## config.mk

```make
export PLATFORM = sky130hd
export DESIGN_NAME = aotp_top
export DESIGN_NICKNAME = d
export VERILOG_FILES = /design/src/core/aotp_pkg.sv /design/src/core/aotp_top.sv
export SDC_FILE = /design/constraint.sdc
export NUM_CORES = 2
export LEC_CHECK = 0
export ABC_AREA = 1
export ABC_CLOCK_PERIOD_IN_PS = 5000
export BUFFER_PORTS_ARGS = -buffer_cell sky130_fd_sc_hd__buf_2
export CAP_MARGIN = 10
export CORE_UTILIZATION = 60
export DETAILED_ROUTE_END_ITERATION = 8
export PLACE_DENSITY = 0.77
export SLEW_MARGIN = 20
export SYNTH_ARGS = -nofsm -noshare
export SYNTH_HDL_FRONTEND = slang
export SYNTH_SLANG_ARGS = --single-unit
```

## constraint.sdc

```tcl
create_clock -name i_clock -period 5 [get_ports i_clock]
set_clock_uncertainty 0.05 [all_clocks]
set_input_delay 0.25 -clock i_clock [delete_from_list [all_inputs] [get_ports i_clock]]
set_output_delay 0.25 -clock i_clock [all_outputs]
set_load 0.02 [all_outputs]
```

## src/core/aotp_pkg.sv

```systemverilog
// constants and carrier types for the output test-pattern and tag-bit inserter
package aotp_pkg;
	// ----------------------------------------
	// register offsets (16-bit word registers)
	// ----------------------------------------
	localparam logic [7:0] ADDR_A_CTRL = 8'h13; // group 1-4 pattern control
	localparam logic [7:0] ADDR_A_P0_LO = 8'h14; // group 1-4 pattern 0 low word
	localparam logic [7:0] ADDR_A_MIX = 8'h15; // group_a_pattern1_low_pattern0_high
	localparam logic [7:0] ADDR_A_P1_HI = 8'h16; // group_a_pattern1_high_word
	localparam logic [7:0] ADDR_B_CTRL = 8'h18; // group_b_pattern_control
	localparam logic [7:0] ADDR_B_P0_LO = 8'h19; // group_b_pattern0_low_word
	localparam logic [7:0] ADDR_B_MIX = 8'h1A; // group_b_pattern1_low_pattern0_high
	localparam logic [7:0] ADDR_B_P1_HI = 8'h1B; // group_b_pattern1_high_word
	localparam logic [7:0] ADDR_TAGS = 8'h1C; // appended_user_bits
	localparam logic [15:0] REG_RESET = 16'h0000; // every register resets to zero
	// ----------------------------------------
	// field positions
	// ----------------------------------------
	localparam int EN_BIT = 1; // pattern enable
	localparam int MODE_LSB = 2; // pattern select
	localparam int MODE_MSB = 3;
	localparam int INC_LSB = 4; // ramp increment N
	localparam int INC_MSB = 7;
	localparam int MIX_HI_LSB = 8; // pattern 1 low byte in the mixed word
	localparam int MIX_HI_MSB = 15;
	localparam int MIX_LO_MSB = 7; // pattern 0 high byte in the mixed word
	localparam int TAG_A_LSB = 0; // tag bits for channels 1-4
	localparam int TAG_A_MSB = 5;
	localparam int TAG_B_LSB = 8; // tag bits for channels 5-8
	localparam int TAG_B_MSB = 13;
	// ----------------------------------------
	// pattern select codes and widths
	// ----------------------------------------
	localparam logic [1:0] MODE_RAMP = 2'h2; // digital ramp
	localparam logic [1:0] MODE_ALT = 2'h3; // alternate pattern 0 / 1
	localparam int PAT_W = 24; // test pattern width
	localparam int RES_W = 18; // conversion result width
	localparam int TAG_W = 6; // appended tag width
	localparam int CH_W = 3; // channel index, 0..7 for channels 1..8
	localparam logic [CH_W-1:0] FIRST_B_CH = 3'h4; // index of channel 5
	localparam logic [PAT_W-1:0] RAMP_STEP_ONE = 24'h000001; // the +1 of N+1
	localparam int FIFO_DEPTH = 32; // output buffer depth
	localparam int FIFO_MARGIN = 2; // free slots kept for the stage in flight

	// sample from the converter
	typedef struct packed {
		logic [CH_W-1:0] chan; // channel index
		logic [RES_W-1:0] result; // conversion result
	} aotp_smp_s;

	// word delivered to the host
	typedef struct packed {
		logic [CH_W-1:0] chan; // channel index
		logic [PAT_W-1:0] data; // result or test pattern
		logic [TAG_W-1:0] tag; // appended tag bits
	} aotp_word_s;
endpackage : aotp_pkg

```

## src/core/aotp_top.sv

```systemverilog
// test-pattern substitution, tag-bit insertion and output buffer
`timescale 1ns/10ps
`default_nettype none

// ----------------------------------------
// output buffer
// ----------------------------------------
module aotp_fifo #(
	parameter int W = 8, // word width
	parameter int DEPTH = 32 // word count
) (
	input wire logic i_clock, // clock
	input wire logic i_rst_n, // synchronous reset, active low
	input wire logic i_valid, // write request
	output logic o_ready, // not full
	input wire logic [W-1:0] i_data, // write word
	output logic o_valid, // not empty
	input wire logic i_ready, // read accept
	output logic [W-1:0] o_data, // head word
	output logic [$clog2(DEPTH):0] o_level // words held
);
	localparam int AW = $clog2(DEPTH);
	logic [W-1:0] mem [DEPTH]; // storage
	logic [AW-1:0] wp_r; // write pointer
	logic [AW-1:0] rp_r; // read pointer
	logic [AW:0] cnt_r; // fill level
	wire push = i_valid && o_ready;
	wire pop = o_valid && i_ready;

	assign o_ready = (cnt_r != (AW+1)'(DEPTH));
	assign o_valid = (cnt_r != '0);
	assign o_data = mem[rp_r];
	assign o_level = cnt_r;

	// storage has no reset, only pointers and fill level do
	always_ff @(posedge i_clock)
	begin
		if (push)
			mem[wp_r] <= i_data;
	end

	// pointers wrap at DEPTH, which need not be a power of two
	always_ff @(posedge i_clock)
	begin
		if (!i_rst_n)
		begin
			wp_r <= '0;
			rp_r <= '0;
			cnt_r <= '0;
		end
		else
		begin
			if (push)
				wp_r <= (wp_r == AW'(DEPTH-1)) ? '0 : wp_r + 1'b1;
			if (pop)
				rp_r <= (rp_r == AW'(DEPTH-1)) ? '0 : rp_r + 1'b1;
			cnt_r <= cnt_r + (AW+1)'(push) - (AW+1)'(pop);
		end
	end
endmodule : aotp_fifo

module aotp_top #(
	parameter int DEPTH = aotp_pkg::FIFO_DEPTH // output buffer depth
) (
	input wire logic i_clock, // 100 MHz clock
	input wire logic i_rst_n, // synchronous reset, active low
	input wire logic [7:0] i_addr, // register offset
	input wire logic [15:0] i_wdata, // register write data
	input wire logic i_wr, // write strobe
	input wire logic i_rd, // read strobe
	output logic [15:0] o_rdata, // read data, cycle after i_rd
	input wire logic i_in_valid, // converter sample valid
	input wire aotp_pkg::aotp_smp_s i_in, // converter sample
	output logic o_in_ready, // sample may be offered
	output logic o_out_valid, // host word valid
	output aotp_pkg::aotp_word_s o_out, // host word
	input wire logic i_out_ready // host takes the word
);
	// ----------------------------------------
	// register file, index 0 = group A, 1 = group B
	// ----------------------------------------
	logic [15:0] ctl_r [2]; // pattern control
	logic [15:0] p0lo_r [2]; // pattern 0 low word
	logic [15:0] mix_r [2]; // pattern 1 low byte, pattern 0 high byte
	logic [15:0] p1hi_r [2]; // pattern 1 high word
	logic [15:0] tags_r; // appended tag bits
	logic [15:0] rdata_r; // read data
	logic [15:0] rdata_nxt;

	// reserved bits are stored as written: software keeps them at reset
	always_ff @(posedge i_clock)
	begin
		if (!i_rst_n)
		begin
			for (int g = 0; g < 2; g++)
			begin
				ctl_r[g] <= aotp_pkg::REG_RESET;
				p0lo_r[g] <= aotp_pkg::REG_RESET;
				mix_r[g] <= aotp_pkg::REG_RESET;
				p1hi_r[g] <= aotp_pkg::REG_RESET;
			end
			tags_r <= aotp_pkg::REG_RESET;
		end
		else if (i_wr)
		begin
			unique case (i_addr)
				aotp_pkg::ADDR_A_CTRL: ctl_r[0] <= i_wdata;
				aotp_pkg::ADDR_A_P0_LO: p0lo_r[0] <= i_wdata;
				aotp_pkg::ADDR_A_MIX: mix_r[0] <= i_wdata;
				aotp_pkg::ADDR_A_P1_HI: p1hi_r[0] <= i_wdata;
				aotp_pkg::ADDR_B_CTRL: ctl_r[1] <= i_wdata;
				aotp_pkg::ADDR_B_P0_LO: p0lo_r[1] <= i_wdata;
				aotp_pkg::ADDR_B_MIX: mix_r[1] <= i_wdata;
				aotp_pkg::ADDR_B_P1_HI: p1hi_r[1] <= i_wdata;
				aotp_pkg::ADDR_TAGS: tags_r <= i_wdata;
				default: ; // unmapped writes are dropped
			endcase
		end
	end

	// read mux; unmapped offsets read zero
	always_comb
	begin
		unique case (i_addr)
			aotp_pkg::ADDR_A_CTRL: rdata_nxt = ctl_r[0];
			aotp_pkg::ADDR_A_P0_LO: rdata_nxt = p0lo_r[0];
			aotp_pkg::ADDR_A_MIX: rdata_nxt = mix_r[0];
			aotp_pkg::ADDR_A_P1_HI: rdata_nxt = p1hi_r[0];
			aotp_pkg::ADDR_B_CTRL: rdata_nxt = ctl_r[1];
			aotp_pkg::ADDR_B_P0_LO: rdata_nxt = p0lo_r[1];
			aotp_pkg::ADDR_B_MIX: rdata_nxt = mix_r[1];
			aotp_pkg::ADDR_B_P1_HI: rdata_nxt = p1hi_r[1];
			aotp_pkg::ADDR_TAGS: rdata_nxt = tags_r;
			default: rdata_nxt = 16'h0000;
		endcase
	end

	// read data stands for the one cycle after the strobe, zero otherwise
	always_ff @(posedge i_clock)
	begin
		if (!i_rst_n)
			rdata_r <= 16'h0000;
		else
			rdata_r <= i_rd ? rdata_nxt : 16'h0000;
	end
	assign o_rdata = rdata_r;

	// ----------------------------------------
	// per-group field decode
	// ----------------------------------------
	logic en [2]; // pattern enable
	logic [1:0] mode [2]; // pattern select
	logic [23:0] inc [2]; // ramp step N+1
	logic [23:0] pat0 [2]; // fixed pattern 0
	logic [23:0] pat1 [2]; // fixed pattern 1
	logic [5:0] tag [2]; // appended tag bits
	logic [23:0] ramp_r [2]; // ramp value for next sample
	logic alt_r [2]; // alternate phase, 0 = pattern 0

	assign en[0] = ctl_r[0][aotp_pkg::EN_BIT];
	assign en[1] = ctl_r[1][aotp_pkg::EN_BIT];
	assign mode[0] = ctl_r[0][aotp_pkg::MODE_MSB:aotp_pkg::MODE_LSB];
	assign mode[1] = ctl_r[1][aotp_pkg::MODE_MSB:aotp_pkg::MODE_LSB];
	assign inc[0] = 24'(ctl_r[0][aotp_pkg::INC_MSB:aotp_pkg::INC_LSB])
		+ aotp_pkg::RAMP_STEP_ONE;
	assign inc[1] = 24'(ctl_r[1][aotp_pkg::INC_MSB:aotp_pkg::INC_LSB])
		+ aotp_pkg::RAMP_STEP_ONE;
	assign pat0[0] = {mix_r[0][aotp_pkg::MIX_LO_MSB:0], p0lo_r[0]};
	assign pat1[0] = {p1hi_r[0], mix_r[0][aotp_pkg::MIX_HI_MSB:aotp_pkg::MIX_HI_LSB]};
	assign pat0[1] = {mix_r[1][aotp_pkg::MIX_LO_MSB:0], p0lo_r[1]};
	assign pat1[1] = {p1hi_r[1], mix_r[1][aotp_pkg::MIX_HI_MSB:aotp_pkg::MIX_HI_LSB]};
	assign tag[0] = tags_r[aotp_pkg::TAG_A_MSB:aotp_pkg::TAG_A_LSB];
	assign tag[1] = tags_r[aotp_pkg::TAG_B_MSB:aotp_pkg::TAG_B_LSB];

	// ----------------------------------------
	// substitution stage
	// ----------------------------------------
	logic in_ready_r; // registered admission
	logic st_valid_r; // stage holds a word
	aotp_pkg::aotp_word_s st_r; // stage word
	aotp_pkg::aotp_word_s st_nxt;
	logic [$clog2(DEPTH):0] level; // buffer fill
	logic fifo_in_ready; // buffer not full
	logic fifo_out_valid; // buffer not empty
	aotp_pkg::aotp_word_s fifo_out; // buffer head
	logic out_valid_r; // host word valid
	aotp_pkg::aotp_word_s out_r; // host word
	wire fifo_pop = fifo_out_valid && (!out_valid_r || i_out_ready); // head moves to output
	wire accept = i_in_valid && in_ready_r;
	wire grp = (i_in.chan >= aotp_pkg::FIRST_B_CH); // 1 = channels 5-8
	wire [23:0] pattern = (mode[grp] == aotp_pkg::MODE_RAMP) ? ramp_r[grp] :
		(mode[grp] == aotp_pkg::MODE_ALT && alt_r[grp]) ? pat1[grp] : pat0[grp];

	// pattern replaces the result only while the group is enabled
	always_comb
	begin
		st_nxt.chan = i_in.chan;
		st_nxt.data = en[grp] ? pattern : 24'(i_in.result);
		st_nxt.tag = tag[grp];
	end

	// ramp and alternate phase advance per sample of their group; both rest at zero
	// while the group is disabled so an enable always starts from a known point
	always_ff @(posedge i_clock)
	begin
		if (!i_rst_n)
		begin
			ramp_r[0] <= '0;
			ramp_r[1] <= '0;
			alt_r[0] <= 1'b0;
			alt_r[1] <= 1'b0;
		end
		else
		begin
			for (int g = 0; g < 2; g++)
			begin
				if (!en[g])
				begin
					ramp_r[g] <= '0;
					alt_r[g] <= 1'b0;
				end
				else if (accept && grp == g[0])
				begin
					ramp_r[g] <= ramp_r[g] + inc[g];
					alt_r[g] <= !alt_r[g];
				end
			end
		end
	end

	// admission is registered, so it keeps a margin of free slots for the word in
	// flight; under steady back-pressure the words in flight still fill the buffer to all DEPTH words
	always_ff @(posedge i_clock)
	begin
		if (!i_rst_n)
		begin
			in_ready_r <= 1'b0;
			st_valid_r <= 1'b0;
			st_r <= '0;
		end
		else
		begin
			in_ready_r <= (level < ($clog2(DEPTH)+1)'(DEPTH - aotp_pkg::FIFO_MARGIN));
			st_valid_r <= accept;
			if (accept)
				st_r <= st_nxt;
		end
	end
	assign o_in_ready = in_ready_r;

	aotp_fifo #(
		.W($bits(aotp_pkg::aotp_word_s)),
		.DEPTH(DEPTH)
	) u_fifo (
		.i_clock(i_clock),
		.i_rst_n(i_rst_n),
		.i_valid(st_valid_r),
		.o_ready(fifo_in_ready),
		.i_data(st_r),
		.o_valid(fifo_out_valid),
		.i_ready(fifo_pop),
		.o_data(fifo_out),
		.o_level(level)
	);

	// ----------------------------------------
	// output register
	// ----------------------------------------
	// word stands until the host takes it
	always_ff @(posedge i_clock)
	begin
		if (!i_rst_n)
		begin
			out_valid_r <= 1'b0;
			out_r <= '0;
		end
		else
		begin
			out_valid_r <= fifo_pop || (out_valid_r && !i_out_ready);
			if (fifo_pop)
				out_r <= fifo_out;
		end
	end
	assign o_out_valid = out_valid_r;
	assign o_out = out_r;
endmodule : aotp_top

`default_nettype wire

```

==> flow_summary.yaml <==
pwr:
  peakVddDrop_mv: 0.367
  power_density_nw_per_um2: 472
  switchingPower_uw: 10100
  p_seq_share_pct: 43.4
  p_int_uw: 20500
  p_clk_share_pct: 32.9
  p_comb_share_pct: 23.7
  power_leakage_uw: 0.0254
  switching_share_pct: 33.1
timing:
  fmax_ghz: 0.307
  finalSetupViolCount: 0
  finalHoldViolations: 0
  finalMaxSlewViolations: 0
  period_minus_slack_ns: 3.26
  setup_tns_ns: 0
  relSlewSlack_pct: 22.3
  rsz0062_at_grt: "false"
  min_period_over_period_pct: 65.1
  tightest_slew_ns: 1.17
critical_path:
  end_kind: "flop"
  crit_cells: 8
  reg2reg_to: "u_fifo.mem[26][29]"
  worstSetupPathType: "reg -> reg"
  endpoint: "u_fifo.mem[26][29]"
  reg2reg_depth: 8
  start_kind: "flop"
  arrival_ns: 3.65
  r2r_slack_ns: 1.74
  cp_top_family: "simple AND/OR/NAND/NOR gates"
  worstPathMaxFanout: 22
  critical_path_buf_inv_count: 3
  crit_chain: "inv_1 -> ha_1 -> nand4_1 -> nand2_2 -> clkinv_1 -> nand2_1 -> nor2_4 -> buf_4"
  r2r_start: "u_fifo.o_level[2]"
  worst_path_largest_cell_delay_ns: 0.90
  required_ns: 5.39
  critical-path-slowest-cell: "nor2_4"
  startpoint: "u_fifo.o_level[2]"
cts:
  clockBufferDepth: 3
  cts_tree: "done"
  insertion_delay_ns: 0.76
  clockRootBuffer: "clkbuf_16"
  cts.reportedPaths.clkPinSlew_ns: 0.06
  cts_resized: 0
  cts.sink_count: 1351
  numCtsBuffers: 139
  htree_levels: 4
synthesis:
  synth_top_area_cell: "edfxtp_1"
  synth-edff-count: 1234
  synth_top_area_share_pct: 64.0
  yosysWarnings: 0
  synthTopCellsByArea: "edfxtp_1 (64%), nand2_1 (11%), nand3_1 (7.9%), dfxtp_1 (4.0%), inv_1 (2.4%)"
  ys_seq_elements: 1351
  async_flop_share_pct: 0
  synthesis.nets: 5638
  syn_area_per_cell_um2: 10.4
  synth.most_common_cell: "nand2_1"
  ys_types: 43
  synthCells: 5558
  seq_area_frac_synth_pct: 68.1
  synth_ff_type: "edfxtp_1"
  synth_common_cells: "nand2_1 (1,727), edfxtp_1 (1,234), nand3_1 (914), inv_1 (377), nor2_1 (362)"
  syn_area_um2: 57900
grt:
  antenna_found_initial: 3
  grtUsageTotal_pct: 33.8
  grt_max_degree: 204
  overflow: 0
  grt_pass1_vias: 40000
  grt_pass1_wl_mm: 245
job:
  maxCapViolCount: 0
drt:
  drt_wl_total_mm: 166
  vias: 42100
  antenna_left: 0
  first_pass_iters: 6
  avgViaCountPerCell: 6.00
  wire_per_inst_um: 23.7
  first_iter_violations: 5730
  drc: 0
layout:
  n_antenna_cell: 0
  drive_gt1_share_pct: 8.48
  area_growth_syn_to_layout_pct: 11.9
  layout.cells.non_filler: 7009
  n_fill_cell: 6967
  fin_nets: 5714
  final_core_util_pct: 67.9
floorplan:
  initial_utilization_pct: 60.7
  die_y_um: 313
  fp.coreArea_um2: 95300
  die_area_um2: 97700
  die_x_um: 313
  io_pins: 102
  row_count: 113
status:
  status: "complete, no violations"
placement:
  place_hpwl_mm: 98.7
  gp_congestion: 0.929
  numPortBuffers: 101
  placed_cells: 6706
worst_hold_path:
  hold-path-cell-count: 5
  hold_class: "in -> reg"
==> how the worst min path moves through the flow <==
stage               slack (ns)  startpoint    endpoint
floorplan                 0.37    i_in[18]    st_r[30]
global placement          0.39  tags_r[15]  tags_r[15]
CTS                       0.04   i_addr[3]  o_rdata[2]
global route              0.08     i_rst_n    st_r[31]
finish                    0.08   i_addr[3]  o_rdata[2]
detailed placement        0.40   tags_r[7]   tags_r[7]
==> sequential cells by signal (all words and copies together), names as in the netlist <==
register / count
alt_r: 2
ctl_r: 32
mix_r: 32
o_in_ready: 1
o_out: 33
o_out_valid: 1
o_rdata: 16
p0lo_r: 32
p1hi_r: 32
ramp_r: 48
st_r: 33
st_valid_r: 1
tags_r: 16
u_fifo.mem: 1056
u_fifo.o_level: 6
u_fifo.rp_r: 5
u_fifo.wp_r: 5
==> repair_timing <==
action | 4_1_cts | 5_1_grt
hold buffers | 49 | 0
hold endpoints to repair | 167 | 0
setup buffers | 0 | 0
==> worst reg2reg max path: stages, from the launching register on <==
cell	delay, ns
dfxtp_1	0.37
inv_1	0.08
ha_1	0.21
nand4_1	0.12
nand2_2	0.16
clkinv_1	0.20
nand2_1	0.46
nor2_4	0.91
buf_4	0.39
==> routing by layer <==
layer  vias to the layer above  GRT usage [%]  routed length [um]
li1                      19100              -                   -
met1                     20100           43.5               60100
met2                      2518           54.8               79900
met3                       416           6.95               17800
met4                         0           17.2                8450
met5                         -              0                   0
==> power groups by stage <==
| stage | Clock (uW) | Combinational [uW] | Sequential, uW |
|---|---|---|---|
| 3_5_place_dp | 0 | 7000 | 13500 |
| 3_3_place_gp | 0 | 6860 | 13500 |
| 5_1_grt | 10500 | 7850 | 13300 |
| 2_1_floorplan | 0 | 4550 | 13400 |
| 4_1_cts | 10100 | 7100 | 13200 |
| 6_report | 10100 | 7240 | 13300 |
==> cell type report <==
cell class                 count  area [um2]  area share, %
multi-input combinational   3511       15900           24.5
timing repair buffer         244        2000           3.10
sequential                  1351       39400           60.9
clock buffer                 190        3870           5.98
tap                         1265        1580           2.45
clock inverter                61         503          0.777
inverter                     387        1470           2.28
==> cells in the final DEF (no fill, tap or decap), types with 69 or more instances in the layout <==
cell type / instances
a21oi_1: 150
buf_2: 101
buf_4: 74
clkbuf_16: 147
dfxtp_1: 95
edfxtp_1: 1234
inv_1: 372
nand2_1: 1725
nand3_1: 913
nand4_1: 69
nor2_1: 332
o21ai_0: 81
==> metrics by stage <==
stage	setup slack [ns]	area (um2)	total power [uW]	hold WS (ns)
3_5_place_dp	1.75	59800	20500	0.397
5_1_grt	1.66	64700	31700	0.0758
4_1_cts	1.74	64600	30400	0.0439
6_report	1.74	64700	30600	0.0846
3_3_place_gp	1.86	59600	20300	0.385
2_1_floorplan	1.40	57900	18000	0.367
==> logic make-up (layout without fill, tap and decap cells) <==
kind of cell / Yosys count / in the layout / synth area share (%)
xor+xnor: 6 / 6 / 0.0908
simple gates: 3138 / 3138 / 22.9
buf+inv: 696 / 882 / 4.93
fa+ha+maj: 29 / 29 / 0.666
compound gates: 337 / 337 / 3.29
flops: 1351 / 1351 / 68.1
mux: 1 / 1 / 0.0173
Power figures use the tool's default switching activity.
